[src/design/ofd_pkg.sv]
// Constants, register map and field layouts shared by the operand field decoder.
package ofd_pkg;
  // Register byte offsets on the APB slave.
  localparam logic [7:0] OFD_ADDR_INSTR = 8'h00;
  localparam logic [7:0] OFD_ADDR_CTRL = 8'h04;
  localparam logic [7:0] OFD_ADDR_OPS = 8'h08;
  localparam logic [7:0] OFD_ADDR_LIT = 8'h0c;
  localparam logic [7:0] OFD_ADDR_MAC = 8'h10;
  localparam logic [7:0] OFD_ADDR_STAT = 8'h14;
  localparam logic [7:0] OFD_ADDR_RESULT = 8'h18;
  localparam logic [7:0] OFD_ADDR_FLAGS = 8'h1c;
  localparam logic [7:0] OFD_ADDR_PTR = 8'h20;
  localparam int OFD_PTR_COUNT = 6;
  localparam logic [3:0] OFD_PTR_FIRST_REG = 4'h8;
  // Pointer slots: W8, W9, W10, W11, W12, W13.
  localparam int OFD_SLOT_W8 = 0;
  localparam int OFD_SLOT_W9 = 1;
  localparam int OFD_SLOT_W10 = 2;
  localparam int OFD_SLOT_W11 = 3;
  localparam int OFD_SLOT_W13 = 5;
  // Instruction word layout.
  localparam int OFD_WORD_W = 24;
  localparam int OFD_OPC_LSB = 16;
  localparam logic [7:0] OFD_OPC_NOP = 8'h00;
  localparam int OFD_FILE_W = 13;
  localparam logic [12:0] OFD_FILE_MAX = 13'h1fff;
  localparam int OFD_FILE_TO_DEFAULT_WORK_REG_BIT = 14;
  localparam logic [3:0] OFD_DEFAULT_WORK_REG = 4'h0;
  localparam int OFD_TEN_BIT_LITERAL_LSB = 4;
  localparam logic [9:0] OFD_BYTE_LIT_MAX = 10'h0ff;
  localparam int OFD_BIT_INDEX_FIELD_LSB = 12;
  localparam int OFD_PADDR_HI_W = 7;
  // Control register fields.
  localparam int OFD_CTRL_FMT_LSB = 0;
  localparam int OFD_CTRL_SIZE_LSB = 3;
  localparam int OFD_CTRL_SLIT_LSB = 5;
  localparam logic [2:0] OFD_FMT_FILE = 3'h0;
  localparam logic [2:0] OFD_FMT_TEN_BIT_LITERAL = 3'h1;
  localparam logic [2:0] OFD_FMT_BIT_INDEX_FIELD = 3'h2;
  localparam logic [2:0] OFD_FMT_PADDR = 3'h3;
  localparam logic [2:0] OFD_FMT_SLIT = 3'h4;
  localparam logic [2:0] OFD_FMT_REG = 3'h5;
  localparam logic [2:0] OFD_FMT_DSP = 3'h6;
  localparam logic [2:0] OFD_FMT_MAC = 3'h7;
  localparam logic [1:0] OFD_SIZE_WORD = 2'h0;
  localparam logic [1:0] OFD_SIZE_BYTE = 2'h1;
  localparam logic [1:0] OFD_SIZE_DWORD = 2'h2;
  localparam logic [1:0] OFD_SLIT_10 = 2'h0;
  localparam logic [1:0] OFD_SLIT_16 = 2'h1;
  localparam logic [1:0] OFD_SLIT_6 = 2'h2;
  // Addressing modes of source and destination operands.
  localparam logic [2:0] OFD_MODE_OFFSET = 3'h6;
  localparam logic [2:0] OFD_MODE_BAD = 3'h7;
  // Multiply pair codes: square codes 0..3, DSP codes 0..5.
  localparam logic [2:0] OFD_SQR_MAX = 3'h3;
  localparam logic [2:0] OFD_DSP_PAIR_MAX = 3'h5;
  localparam logic [3:0] OFD_W4 = 4'h4;
  // Prefetch field: 0..6 first register, 7..13 second, 14 indexed, 15 none.
  localparam logic [3:0] OFD_PF_SECOND = 4'h7;
  localparam logic [3:0] OFD_PF_INDEXED = 4'he;
  localparam logic [3:0] OFD_PF_NONE = 4'hf;
  // Write-back field in opcode low bits.
  localparam logic [1:0] OFD_AWB_NONE = 2'h0;
  localparam logic [1:0] OFD_AWB_POSTINC = 2'h2;
  localparam logic [1:0] OFD_AWB_BAD = 2'h3;
  localparam logic [15:0] OFD_AWB_STEP = 16'h0002;
  // Flag register bit positions.
  localparam int OFD_FLAG_C = 0;
  localparam int OFD_FLAG_DC = 1;
  localparam int OFD_FLAG_N = 2;
  localparam int OFD_FLAG_OV = 3;
  localparam int OFD_FLAG_Z = 4;
  localparam int OFD_FLAG_OA = 5;
  localparam int OFD_FLAG_OB = 6;
  localparam int OFD_FLAG_SA = 7;
  localparam int OFD_FLAG_SB = 8;
  localparam int OFD_RES_FLAG_LSB = 16;
  typedef enum logic [1:0] {
    OFD_IDLE = 2'b01,
    OFD_WAIT2 = 2'b10
  } ofd_state_type;
endpackage
[src/design/ofd_decoder.sv]
// Operand field decoder with APB register access and pointer update logic.
// Function
// - Instruction word is 24 bits, upper 8 bits select the type.
// - Second word of a pair has zero upper byte; alone it is a no-op.
// - File register address spans thirteen bits, 0 to 0x1FFF.
// - File instruction with working-register destination writes W0.
// - Accumulator operand selects exactly accumulator A or B.
// - Write-back goes to W13 or to [W13] with W13 incremented by two.
// - Bit index field is four bits, positions 0 to 15.
// - Ten-bit literal is at most 255 in byte size, 1023 in word size.
// - Program address literal must be even.
// - Signed literals of 10, 16, 6 bits are sign extended.
// - Base, source, destination fields each select W0 to W15.
// - Square multiply accepts only W4*W4, W5*W5, W6*W6, W7*W7.
// - DSP multiply accepts only the six distinct pairs of W4 to W7.
// - X prefetch uses W8 or W9 with modifiers, W9+W12, or none.
// - Y prefetch uses W10 or W11 with modifiers, W11+W12, or none.
// - X prefetch destination is one of W4 to W7.
// - Y prefetch destination is one of W4 to W7.
// - DSP operands add register-offset indirect form to general forms.
// - General operands support direct, indirect, post and pre update forms.
// - Five arithmetic flags carry, half carry, negative, overflow, zero are kept.
// - Four DSP flags: overflow and saturation for each accumulator.
// - Size is byte, word or double word, word by default.
//
// Added by the designer: register access over APB and the register addresses.
`timescale 1ns/1ps
module ofd_decoder
  import ofd_pkg::*;
(
  // Clock and reset
  input wire logic mclk,
  input wire logic rst,
  // APB slave
  input wire logic psel,
  input wire logic penable,
  input wire logic pwrite,
  input wire logic [7:0] paddr,
  input wire logic [31:0] pwdata,
  output logic [31:0] prdata,
  output logic pready,
  output logic pslverr,
  // Decode status
  output logic decode_done,
  output logic illegal_instr
);
  ofd_state_type state_reg, state_next;
  logic [23:0] instr_reg;
  logic [7:0] ctrl_reg, opc;
  logic [31:0] ops_reg, ops_next, mac_reg, mac_next, rd_data;
  logic [22:0] lit_reg, lit_next;
  logic [15:0] first_low_reg, res;
  logic go_reg, ill_next, nop_reg, nop_next, default_work_reg_dest_reg, default_work_reg_dest_next;
  logic wr_en, rd_setup, mapped, ptr_hit, commit;
  logic [3:0] xcode, ycode;
  logic [2:0] fmt, pair, smode, dmode, ptr_idx;
  logic [1:0] size_reg, size_eff, result_writeback_target;
  logic [8:0] flags_reg;
  logic [15:0] ptr_reg [OFD_PTR_COUNT], delta [OFD_PTR_COUNT];
  logic [OFD_PTR_COUNT-1:0] upd_en;

  function automatic logic [15:0] pf_delta(input logic [3:0] code);
    logic [3:0] idx;
    idx = (code >= OFD_PF_SECOND) ? 4'(code - OFD_PF_SECOND) : code;
    unique case (idx)
      4'h0: pf_delta = 16'h0006;
      4'h1: pf_delta = 16'h0004;
      4'h2: pf_delta = 16'h0002;
      4'h4: pf_delta = 16'hfffa;
      4'h5: pf_delta = 16'hfffc;
      4'h6: pf_delta = 16'hfffe;
      default: pf_delta = 16'h0000;
    endcase
  endfunction

  assign opc = instr_reg[OFD_WORD_W-1:OFD_OPC_LSB];
  assign fmt = ctrl_reg[OFD_CTRL_FMT_LSB +: 3];
  assign wr_en = psel & penable & pready & pwrite;
  assign rd_setup = psel & ~penable & ~pready;
  assign ptr_idx = 3'(paddr[4:2]);
  assign ptr_hit = (paddr >= OFD_ADDR_PTR) && (paddr[1:0] == 2'h0)
                   && ({5'h00, ptr_idx} < 8'(OFD_PTR_COUNT)) && (paddr[7:5] == 3'h1);
  assign mapped = ptr_hit || (paddr[1:0] == 2'h0 && paddr < OFD_ADDR_PTR);
  assign xcode = instr_reg[11:8];
  assign ycode = instr_reg[7:4];
  assign pair = instr_reg[14:12];
  assign smode = instr_reg[10:8];
  assign dmode = instr_reg[13:11];
  assign result_writeback_target = opc[1:0];
  assign res = pwdata[15:0];
  assign commit = go_reg & ~ill_next;
  // An unused size code falls back to word size.
  assign size_eff = (ctrl_reg[OFD_CTRL_SIZE_LSB +: 2] == OFD_SIZE_BYTE ||
                     ctrl_reg[OFD_CTRL_SIZE_LSB +: 2] == OFD_SIZE_DWORD)
                    ? ctrl_reg[OFD_CTRL_SIZE_LSB +: 2] : OFD_SIZE_WORD;

  // Operand decode of the word held in the instruction register.
  always_comb
  begin
    state_next = state_reg;
    ops_next = 32'h0000_0000;
    lit_next = 23'h000000;
    mac_next = 32'h0000_0000;
    ill_next = 1'b0;
    nop_next = 1'b0;
    default_work_reg_dest_next = 1'b0;
    if (state_reg == OFD_WAIT2)
    begin
      state_next = OFD_IDLE;
      if (opc != OFD_OPC_NOP)
        ill_next = 1'b1;
      lit_next = {instr_reg[OFD_PADDR_HI_W-1:0], first_low_reg};
      if (first_low_reg[0])
        ill_next = 1'b1;
    end
    else if (opc == OFD_OPC_NOP)
      nop_next = 1'b1;
    else
    begin
      unique case (fmt)
        OFD_FMT_FILE:
        begin
          lit_next = 23'(instr_reg[OFD_FILE_W-1:0] & OFD_FILE_MAX);
          default_work_reg_dest_next = instr_reg[OFD_FILE_TO_DEFAULT_WORK_REG_BIT];
          if (instr_reg[OFD_FILE_TO_DEFAULT_WORK_REG_BIT])
            ops_next[7:4] = OFD_DEFAULT_WORK_REG;
        end
        OFD_FMT_TEN_BIT_LITERAL:
        begin
          lit_next = 23'(instr_reg[OFD_TEN_BIT_LITERAL_LSB +: 10]);
          ops_next[7:4] = instr_reg[3:0];
          if (size_eff == OFD_SIZE_BYTE && instr_reg[OFD_TEN_BIT_LITERAL_LSB +: 10] > OFD_BYTE_LIT_MAX)
            ill_next = 1'b1;
        end
        OFD_FMT_BIT_INDEX_FIELD:
        begin
          ops_next[22:19] = instr_reg[OFD_BIT_INDEX_FIELD_LSB +: 4];
          ops_next[3:0] = instr_reg[3:0];
        end
        OFD_FMT_PADDR:
        begin
          // The high part arrives with the next word, so decoding waits for it.
          state_next = OFD_WAIT2;
          lit_next = 23'(instr_reg[15:0]);
        end
        OFD_FMT_SLIT:
        begin
          unique case (ctrl_reg[OFD_CTRL_SLIT_LSB +: 2])
            OFD_SLIT_10: lit_next = 23'(unsigned'({{6{instr_reg[13]}}, instr_reg[13:4]}));
            OFD_SLIT_16: lit_next = 23'(instr_reg[15:0]);
            OFD_SLIT_6: lit_next = 23'(unsigned'({{10{instr_reg[5]}}, instr_reg[5:0]}));
            default: ill_next = 1'b1;
          endcase
        end
        OFD_FMT_REG, OFD_FMT_DSP:
        begin
          ops_next[3:0] = instr_reg[3:0];
          ops_next[7:4] = instr_reg[7:4];
          ops_next[11:8] = instr_reg[15:12];
          ops_next[14:12] = smode;
          ops_next[17:15] = dmode;
          if (smode == OFD_MODE_BAD || dmode == OFD_MODE_BAD)
            ill_next = 1'b1;
          if (fmt == OFD_FMT_REG && (smode == OFD_MODE_OFFSET || dmode == OFD_MODE_OFFSET))
            ill_next = 1'b1;
        end
        OFD_FMT_MAC:
        begin
          ops_next[18] = instr_reg[15];
          if (opc[2])
          begin
            mac_next[3:0] = 4'(OFD_W4 + {1'b0, pair[1:0]});
            mac_next[7:4] = 4'(OFD_W4 + {1'b0, pair[1:0]});
            if (pair > OFD_SQR_MAX)
              ill_next = 1'b1;
          end
          else
          begin
            unique case (pair)
              3'h0: mac_next[7:0] = 8'h54;
              3'h1: mac_next[7:0] = 8'h64;
              3'h2: mac_next[7:0] = 8'h74;
              3'h3: mac_next[7:0] = 8'h65;
              3'h4: mac_next[7:0] = 8'h75;
              3'h5: mac_next[7:0] = 8'h76;
              default: ill_next = 1'b1;
            endcase
          end
          mac_next[11:8] = 4'(OFD_W4 + {2'h0, instr_reg[3:2]});
          mac_next[15:12] = 4'(OFD_W4 + {2'h0, instr_reg[1:0]});
          mac_next[19:16] = xcode;
          mac_next[23:20] = ycode;
          mac_next[25:24] = result_writeback_target;
          if (result_writeback_target == OFD_AWB_BAD)
            ill_next = 1'b1;
        end
        default: ill_next = 1'b1;
      endcase
    end
  end

  // Pointer deltas that the decoded word asks for.
  always_comb
  begin
    for (int i = 0; i < OFD_PTR_COUNT; i++)
    begin
      delta[i] = 16'h0000;
      upd_en[i] = 1'b0;
    end
    if (state_reg == OFD_IDLE && opc != OFD_OPC_NOP && fmt == OFD_FMT_MAC)
    begin
      if (xcode < OFD_PF_INDEXED)
      begin
        upd_en[(xcode >= OFD_PF_SECOND) ? OFD_SLOT_W9 : OFD_SLOT_W8] = 1'b1;
        delta[(xcode >= OFD_PF_SECOND) ? OFD_SLOT_W9 : OFD_SLOT_W8] = pf_delta(xcode);
      end
      if (ycode < OFD_PF_INDEXED)
      begin
        upd_en[(ycode >= OFD_PF_SECOND) ? OFD_SLOT_W11 : OFD_SLOT_W10] = 1'b1;
        delta[(ycode >= OFD_PF_SECOND) ? OFD_SLOT_W11 : OFD_SLOT_W10] = pf_delta(ycode);
      end
      if (result_writeback_target == OFD_AWB_POSTINC)
      begin
        upd_en[OFD_SLOT_W13] = 1'b1;
        delta[OFD_SLOT_W13] = OFD_AWB_STEP;
      end
    end
  end

  // Pointer file; an APB write wins over a decode update to the same slot.
  generate
    for (genvar g = 0; g < OFD_PTR_COUNT; g++)
    begin : g_ptr
      always_ff @(posedge mclk or posedge rst)
      begin
        if (rst)
          ptr_reg[g] <= 16'h0000;
        else if (wr_en && ptr_hit && ptr_idx == 3'(g))
          ptr_reg[g] <= pwdata[15:0];
        else if (commit && upd_en[g])
          ptr_reg[g] <= 16'(ptr_reg[g] + delta[g]);
      end
    end
  endgenerate

  always_ff @(posedge mclk or posedge rst)
  begin
    if (rst)
    begin
      instr_reg <= 24'h000000;
      ctrl_reg <= 8'h00;
      go_reg <= 1'b0;
    end
    else
    begin
      go_reg <= wr_en && paddr == OFD_ADDR_INSTR;
      if (wr_en && paddr == OFD_ADDR_INSTR)
        instr_reg <= pwdata[OFD_WORD_W-1:0];
      if (wr_en && paddr == OFD_ADDR_CTRL)
        ctrl_reg <= pwdata[7:0];
    end
  end

  always_ff @(posedge mclk or posedge rst)
  begin
    if (rst)
    begin
      state_reg <= OFD_IDLE;
      first_low_reg <= 16'h0000;
      ops_reg <= 32'h0000_0000;
      lit_reg <= 23'h000000;
      mac_reg <= 32'h0000_0000;
      nop_reg <= 1'b0;
      default_work_reg_dest_reg <= 1'b0;
      size_reg <= OFD_SIZE_WORD;
      illegal_instr <= 1'b0;
      decode_done <= 1'b0;
    end
    else
    begin
      decode_done <= go_reg;
      if (go_reg)
      begin
        state_reg <= state_next;
        if (state_reg == OFD_IDLE)
          first_low_reg <= instr_reg[15:0];
        ops_reg <= ops_next;
        lit_reg <= lit_next;
        mac_reg <= mac_next;
        nop_reg <= nop_next;
        default_work_reg_dest_reg <= default_work_reg_dest_next;
        size_reg <= size_eff;
        illegal_instr <= ill_next;
      end
    end
  end

  // Status flags; saturation bits stay set until software writes them.
  always_ff @(posedge mclk or posedge rst)
  begin
    if (rst)
      flags_reg <= 9'h000;
    else if (wr_en && paddr == OFD_ADDR_FLAGS)
      flags_reg <= pwdata[8:0];
    else if (wr_en && paddr == OFD_ADDR_RESULT)
    begin
      flags_reg[OFD_FLAG_C] <= pwdata[OFD_RES_FLAG_LSB + OFD_FLAG_C];
      flags_reg[OFD_FLAG_DC] <= pwdata[OFD_RES_FLAG_LSB + OFD_FLAG_DC];
      flags_reg[OFD_FLAG_OV] <= pwdata[OFD_RES_FLAG_LSB + OFD_FLAG_OV];
      flags_reg[OFD_FLAG_N] <= (size_eff == OFD_SIZE_BYTE) ? res[7] : res[15];
      flags_reg[OFD_FLAG_Z] <= (size_eff == OFD_SIZE_BYTE) ? (res[7:0] == 8'h00)
                                                           : (res == 16'h0000);
      flags_reg[OFD_FLAG_OA] <= pwdata[OFD_RES_FLAG_LSB + OFD_FLAG_OA];
      flags_reg[OFD_FLAG_OB] <= pwdata[OFD_RES_FLAG_LSB + OFD_FLAG_OB];
      flags_reg[OFD_FLAG_SA] <= flags_reg[OFD_FLAG_SA] | pwdata[OFD_RES_FLAG_LSB + OFD_FLAG_SA];
      flags_reg[OFD_FLAG_SB] <= flags_reg[OFD_FLAG_SB] | pwdata[OFD_RES_FLAG_LSB + OFD_FLAG_SB];
    end
  end

  always_comb
  begin
    rd_data = 32'h0000_0000;
    if (ptr_hit)
      rd_data = {16'h0000, ptr_reg[ptr_idx]};
    else
    begin
      unique case (paddr)
        OFD_ADDR_INSTR: rd_data = {8'h00, instr_reg};
        OFD_ADDR_CTRL: rd_data = {24'h000000, ctrl_reg};
        OFD_ADDR_OPS: rd_data = ops_reg;
        OFD_ADDR_LIT: rd_data = {9'h000, lit_reg};
        OFD_ADDR_MAC: rd_data = mac_reg;
        OFD_ADDR_STAT: rd_data = {18'h00000, opc, size_reg, default_work_reg_dest_reg,
                                  (state_reg == OFD_WAIT2), nop_reg, illegal_instr};
        OFD_ADDR_FLAGS: rd_data = {23'h000000, flags_reg};
        default: rd_data = 32'h0000_0000;
      endcase
    end
  end

  // One wait-free access phase: pready rises for exactly the first access cycle.
  always_ff @(posedge mclk or posedge rst)
  begin
    if (rst)
    begin
      pready <= 1'b0;
      pslverr <= 1'b0;
      prdata <= 32'h0000_0000;
    end
    else
    begin
      pready <= rd_setup;
      pslverr <= rd_setup & ~mapped;
      prdata <= (rd_setup && !pwrite && mapped) ? rd_data : 32'h0000_0000;
    end
  end

  ready_one_a: assert property (@(posedge mclk) disable iff (rst)
    pready |=> !pready)
    else $error("pready held longer than one cycle");
  unmapped_err_a: assert property (@(posedge mclk) disable iff (rst)
    rd_setup && !mapped |=> pslverr && pready)
    else $error("unmapped access not answered with error");
  nop_zero_a: assert property (@(posedge mclk) disable iff (rst)
    go_reg && state_reg == OFD_IDLE && opc == OFD_OPC_NOP |=> nop_reg && !illegal_instr)
    else $error("zero opcode not decoded as no-op");
  sqr_pair_a: assert property (@(posedge mclk) disable iff (rst)
    go_reg && state_reg == OFD_IDLE && opc != OFD_OPC_NOP && fmt == OFD_FMT_MAC
    && opc[2] && pair > OFD_SQR_MAX |=> illegal_instr)
    else $error("bad square pair accepted");
  byte_lit_a: assert property (@(posedge mclk) disable iff (rst)
    go_reg && state_reg == OFD_IDLE && opc != OFD_OPC_NOP && fmt == OFD_FMT_TEN_BIT_LITERAL
    && size_eff == OFD_SIZE_BYTE && instr_reg[13:4] > OFD_BYTE_LIT_MAX |=> illegal_instr)
    else $error("byte literal above limit accepted");
  awb_step_a: assert property (@(posedge mclk) disable iff (rst)
    commit && upd_en[OFD_SLOT_W13] && !wr_en
    |=> ptr_reg[OFD_SLOT_W13] == 16'($past(ptr_reg[OFD_SLOT_W13]) + OFD_AWB_STEP))
    else $error("write-back pointer not advanced by two");
  pf_commit_a: assert property (@(posedge mclk) disable iff (rst)
    commit && upd_en[OFD_SLOT_W8] && !wr_en
    |=> decode_done && ptr_reg[OFD_SLOT_W8] != $past(ptr_reg[OFD_SLOT_W8])
        || $past(delta[OFD_SLOT_W8]) == 16'h0000)
    else $error("prefetch pointer not updated with decode");
  default_work_reg_dest_a: assert property (@(posedge mclk) disable iff (rst)
    go_reg && state_reg == OFD_IDLE && opc != OFD_OPC_NOP && fmt == OFD_FMT_FILE
    && instr_reg[OFD_FILE_TO_DEFAULT_WORK_REG_BIT] |=> default_work_reg_dest_reg && ops_reg[7:4] == 4'h0)
    else $error("file result not routed to W0");
  odd_paddr_a: assert property (@(posedge mclk) disable iff (rst)
    go_reg && state_reg == OFD_WAIT2 && first_low_reg[0] |=> illegal_instr ##1 !decode_done)
    else $error("odd program address accepted");
  two_word_c: cover property (@(posedge mclk) disable iff (rst)
    go_reg && state_reg == OFD_WAIT2 ##1 !illegal_instr);
  mac_ok_c: cover property (@(posedge mclk) disable iff (rst)
    commit && fmt == OFD_FMT_MAC && upd_en[OFD_SLOT_W13]);
  illegal_c: cover property (@(posedge mclk) disable iff (rst) $rose(illegal_instr));
endmodule

[config.mk]
export PLATFORM = sky130hd
export DESIGN_NAME = ofd_decoder
export DESIGN_NICKNAME = d
export VERILOG_FILES = /design/src/design/ofd_pkg.sv /design/src/design/ofd_decoder.sv
export SDC_FILE = /design/constraint.sdc
export NUM_CORES = 1
export LEC_CHECK = 0
export BUFFER_PORTS_ARGS = -buffer_cell sky130_fd_sc_hd__buf_2
export CAP_MARGIN = 0
export CORE_MARGIN = 10
export CORE_UTILIZATION = 57
export DETAILED_ROUTE_END_ITERATION = 10
export PLACE_DENSITY = 0.74
export SETUP_SLACK_MARGIN = 0.15
export SYNTH_ARGS = -nofsm -noshare
export SYNTH_HDL_FRONTEND = slang
export SYNTH_SLANG_ARGS = --single-unit
[constraint.sdc]
create_clock -name mclk -period 10 [get_ports mclk]
set_input_delay 0.5 -clock mclk [delete_from_list [all_inputs] [get_ports mclk]]
set_output_delay 0.5 -clock mclk [all_outputs]
set_load 0.01 [all_outputs]
==> impl_metrics.ini, run 1 <==
[synth]
synth_area_leader_cell = dfrtp_1
avgSynthCellArea_um2 = 9.27
ys_ff_latch = 254
syn_area_um2 = 15700
ys_types = 79
netlist_top_cells_area = dfrtp_1, ha_1, a21oi_1, nand2_1, o21ai_0
synth-seq-area-share_pct = 40.5
synth_top_area_share_pct = 40.3
yosysWarnings = 0
synth_edf_count = 0
synth_ff_type = dfrtp_1
synthArstFlopShare_pct = 100
synthCells = 1693

[drt]
avgRoutedWirePerCell_um = 24.3
dr.first_iter.drc_count = 1523
drt-vias-per-instance = 6.62
ant_nets = 0
first_pass_iters = 7
drt_wl_total_um = 49900
num_vias = 13600
drcViolationCount = 0

[clock_network]
post-cts-setup-buffers = 0
cts_inserted_buffers = 29
cts_resized = 0
cts_tree = built
cts_buffer_depth = 3
path_clk_slew_ns = 0.06
hold_buffers = 0
cts_root_buf = clkbuf_16
clk_latency_ns = 0.57
clock_sinks = 254
htreeDepth = 1

[setup_path]
startpoint = instr_reg[9]$_DFFE_PP0P_
critPathCaptureType = flip-flop
rr_worst_depth = 15
r2r_slack_ns = 5.05
start_kind = flip-flop
cp-endpoint = ptr_reg[95]$_DFFE_PP0P_
worstReg2RegEnd = ptr_reg[95]$_DFFE_PP0P_
worstReg2RegStart = instr_reg[9]$_DFFE_PP0P_
worst_ep_required_time_ns = 10.47
crit_type = reg2reg
cp.arrival_ns = 5.42
path_max_fanout = 18

[layout]
largest_reg_flops = 96
fill_cells = 2292
fin_nets = 1807
stdcell_area_um2 = 17200
final_util_pct = 63.5
area_delta_synth_final_pct = 9.40
n_antenna_cell = 0
drive_gt1_share_pct = 14.2

[die]
die_x_um = 186
die_y_um = 186
dieArea_um2 = 34600
io_pins = 81
core_um2 = 27000
rows = 60
initial_core_util_pct = 58.1

[placed_design]
placed_cell_area_um2 = 16100
port_buffers = 67
hpwl_um = 34100
dp_slack_ns = 5.15
routabilityCongestion = 0.997

[sta]
drv_slew = 0
finClkSkew_ns = 0.0152
worst_slew_pin_slew_ns = 1.16
rsz0062_at_grt = false
period_share_pct = 49.5
hold_viol_final = 0
clock.fmax_mhz = 202
setup_slack_ns = 5.05
timing.final.crit_period_ns = 4.95
setup_violations = 0
tns_ns = 0
max_slew_margin_pct = 22.4

[global_route]
antenna_found_initial = 0
grtUsageTotal_pct = 28.5
grt_pass1_wl_um = 76500
grt_pass1_vias = 13000
grt-ovfl-total = 0
grt_max_degree = 121

[run]
cap_violations = 0

[power]
p_leak_nw = 7.71
peakVddDrop_v = 0.000162
power_density_nw_per_um2 = 135

[worst_hold_path]
hold_path_class = in2async

[run_status]
status = completed
cells in the mapped netlist (all sizes together) (18+ instances only):
library cell / number
o2bb2ai: 18
mux4: 19
a21oi: 155
xor2: 30
a21o: 18
ha: 65
mux2i: 44
o22ai: 22
nand2b: 19
mux2: 62
nor3: 35
nor2: 139
xnor2: 25
a22oi: 37
nand3: 21
buf: 42
clkbuf: 82
nand2: 193
a22o: 26
inv: 53
dfrtp: 253
o21ai: 131
how the worst min path moves through the flow:
stage / depth (start not counted) / slack [ns] / end / start
after global placement: 2 / 0.46 / ptr_reg[80]$_DFFE_PP0P_ / ptr_reg[80]$_DFFE_PP0P_
after detailed placement: 2 / 0.46 / ptr_reg[48]$_DFFE_PP0P_ / ptr_reg[48]$_DFFE_PP0P_
after floorplan: 0 / 0.37 / decode_done$_DFF_PP0_ / go_reg$_DFF_PP0_
final: 2 / 0.06 / mac_reg[25]$_DFFE_PP0P_ / rst
after global routing: 2 / 0.17 / prdata[24]$_DFF_PP0_ / rst
after CTS: 2 / 0.13 / instr_reg[18]$_DFFE_PP0P_ / rst
cell type report:
class                   instances  area (um2)  area share (%)
clock buffers                  37         806            4.69
well taps                     341         427            2.48
multi-input cells            1267        8630            50.3
clock inverters                17         245            1.43
flip-flops and latches        254        6360            37.0
inverters                      53         206            1.20
repair buffers                 88         495            2.89
worst max-delay path, cell delays in order, from the launching register on:
cell      delay (ns)
dfrtp_1         0.86
ha_1            0.42
ha_1            0.20
nand4_1         0.10
o21ai_0         0.16
a21oi_1         0.12
nor2_1          0.82
ha_1            0.41
nor2b_1         0.18
o31a_1          0.28
o221ai_1        0.24
nor2b_1         0.25
o31ai_1         0.12
xnor2_1         0.16
or3_1           0.34
a31oi_1         0.19
stage by stage:
step | power [mW] | instances | hold WS [ns]
detailed placement | 1.16 | 2003 | 0.462
global route | 2.38 | 2057 | 0.168
CTS | 2.32 | 2057 | 0.131
floorplan | 1.12 | 1698 | 0.372
finish | 2.32 | 2057 | 0.0598
global placement | 1.16 | 2003 | 0.456
logic make-up after synthesis:
logic type / after synthesis / share of synthesized area (%)
AO/OA/AOI/OAI: 522 / 21.0
AND/OR/NAND/NOR: 490 / 14.5
flip-flops: 254 / 40.5
buffers and inverters: 177 / 4.78
multiplexers: 125 / 10.4
adder cells (fa/ha/maj): 69 / 5.69
XOR/XNOR: 55 / 3.07
other: 1 / 0.0239
metal layers:
layer / vias up / global-route usage [%] / routed length (um)
met5: - / 0 / 0
met4: 0 / 13.7 / 2770
met3: 155 / 3.98 / 4070
met2: 717 / 45.5 / 23100
met1: 6625 / 37.5 / 19900
li1: 6112 / - / -
layout by cell type, fill, tap and decap left out, types with 22 or more instances in the layout:
master / instances
o21ai_0: 130
xnor2_1: 25
nor2_1: 137
a22o_1: 26
clkbuf_16: 29
mux2i_1: 44
inv_1: 50
buf_4: 22
ha_1: 65
xor2_1: 30
o22ai_1: 22
nor3_1: 27
a22oi_1: 37
mux2_2: 43
nand2_1: 192
buf_2: 66
a21oi_1: 155
dfrtp_1: 252
power by group:
group	internal [mW]	switching [mW]	leakage (nW)
Sequential	1.03	0.00545	3.13
Clock	0.723	0.449	0.522
Combinational	0.0271	0.0812	4.05
Total	1.78	0.536	7.71
Note: power is estimated with default switching activity, not from simulation.
==> inputs of run 2 (changes only) <==
clock period = 4.9 ns   (was 10 ns; I/O delays follow)
==> impl_metrics.ini, run 2 (same netlist as run 1, synthesis figures left out) <==
[setup_path]
cp_slowest_cell = a2111oi_0
cp.arrival_ns = 4.83
worst_ep_required_time_ns = 5.36
r2r_slack_ns = 0.53
critPathCaptureType = flip-flop
path_max_fanout = 14
worstPathCellList = nand3_1 > a2111o_1 > nor2b_1 > o21ai_0 > inv_1 > ha_1 > a211o_1 > a2111oi_0 > o31ai_1 > a21o_1 > a21oi_1 > xor2_1 > o21ai_0 > o21a_1
slowest_delay_ns = 0.83
crit_type = reg2reg
start_kind = flip-flop
crit_top_cell = o21ai_0

[worst_hold_path]
hold_path_class = in2reg

[sta]
drv_slew = 0
worst_slew_pin_slew_ns = 1.10
clock.fmax_mhz = 229
tns_ns = 0
hold_viol_final = 0
rsz0062_at_grt = false
period_share_pct = 89.1
timing.final.crit_period_ns = 4.37
finClkSkew_ns = 0.0177
max_slew_margin_pct = 26.6
setup_violations = 0

[clock_network]
htreeDepth = 1
cts_buffer_depth = 3
cts_inserted_buffers = 29
cts_tree = built
path_clk_slew_ns = 0.06
clk_latency_ns = 0.56
clock_sinks = 254
post-cts-setup-buffers = 0
cts_root_buf = clkbuf_16

[die]
die_y_um = 186
core_um2 = 27000
die_x_um = 186
io_pins = 81
rows = 60
dieArea_um2 = 34600
initial_core_util_pct = 58.1

[global_route]
grtUsageTotal_pct = 29.2
grt_pass1_wl_um = 77800
grt_max_degree = 159
antenna_found_initial = 1
grt-ovfl-total = 0
grt_pass1_vias = 13200

[layout]
layout_common_cells = dfrtp_1, nand2_1, a21oi_1
area_delta_synth_final_pct = 10.4
drive_gt1_share_pct = 14.8
mostFrequentLayoutCell = dfrtp_1
fin_nets = 1827
largest_reg_flops = 96
final_util_pct = 64.1

[drt]
dr.first_iter.drc_count = 1478
drt_wl_total_um = 50500
first_pass_iters = 6
drt-vias-per-instance = 6.56
avgRoutedWirePerCell_um = 24.3
ant_nets = 0
drcViolationCount = 0
num_vias = 13600

[power]
p_leak_nw = 7.79
peakVddDrop_v = 0.000280
power_density_nw_per_um2 = 271

[placed_design]
hpwl_um = 34700
routabilityCongestion = 0.956
port_buffers = 67

[run]
cap_violations = 0

[run_status]
status = completed
-- run 2: final timing paths --
kind | startpoint | to | cells after the start
max in group asynchronous | rst | ops_reg[3]$_DFFE_PP0P_ | 4
setup reg to reg | ctrl_reg[0]$_DFFE_PP0P_ | ptr_reg[60]$_DFFE_PP0P_ | 14
setup / recovery | ctrl_reg[0]$_DFFE_PP0P_ | ptr_reg[60]$_DFFE_PP0P_ | 14
min in group asynchronous | rst | mac_reg[25]$_DFFE_PP0P_ | 3
hold / removal | pwdata[21] | instr_reg[21]$_DFFE_PP0P_ | 2
hold reg to reg | ptr_reg[64]$_DFFE_PP0P_ | ptr_reg[64]$_DFFE_PP0P_ | 2
-- run 2: critical path, delay by kind of cell, from the launching register on --
family / cells / cell delay (ns)
DFF: 1 / 0.57
adders and majority gates: 1 / 0.24
and+or+nand+nor: 2 / 0.48
xor gates and xnor gates: 1 / 0.16
AOI/OAI and AO/OA: 9 / 2.70
buffers and inverters: 1 / 0.11
-- run 2: stage by stage --
stage	worst slack (ns)	power (mW)	hold slack, ns	std cells	area, um2
5_1_grt	0.194	4.82	0.00959	2076	17300
6_report	0.532	4.70	0.0176	2077	17300
3_3_place_gp	0.505	2.37	0.425	2015	16200
2_1_floorplan	1.01	2.29	0.362	1698	15700
3_5_place_dp	0.345	2.37	0.436	2015	16200
4_1_cts	0.327	4.70	0.000497	2075	17300
-- run 2: metal layers --
layer / track usage, % / vias up / routed length [um]
li1: - / 6171 / -
met1: 37.6 / 6627 / 20300
met2: 46.8 / 675 / 23600
met3: 4.35 / 158 / 3830
met4: 15.0 / 0 / 2760
met5: 0 / - / 0
-- run 2: layout make-up --
cell class | instances | area (um2)
diodes | 1 | 2.50
clock buffers | 38 | 820
clock inverters | 15 | 206
fillers | 2285 | 9690
inverters | 53 | 203
multi-input cells | 1267 | 8640
flip-flops and latches | 254 | 6360
well taps | 341 | 427
repair buffers | 108 | 678
-- run 2: timing repair --
action                     4_1_cts  5_1_grt
gates resized for setup          0        3
hold endpoints to repair        38        1
hold buffers                     7        1
setup endpoints to repair        0        5
-- run 2: report_power, final --
group	internal [mW]	switching (mW)
combinational	0.0600	0.169
clock	1.43	0.922
sequential	2.11	0.00992
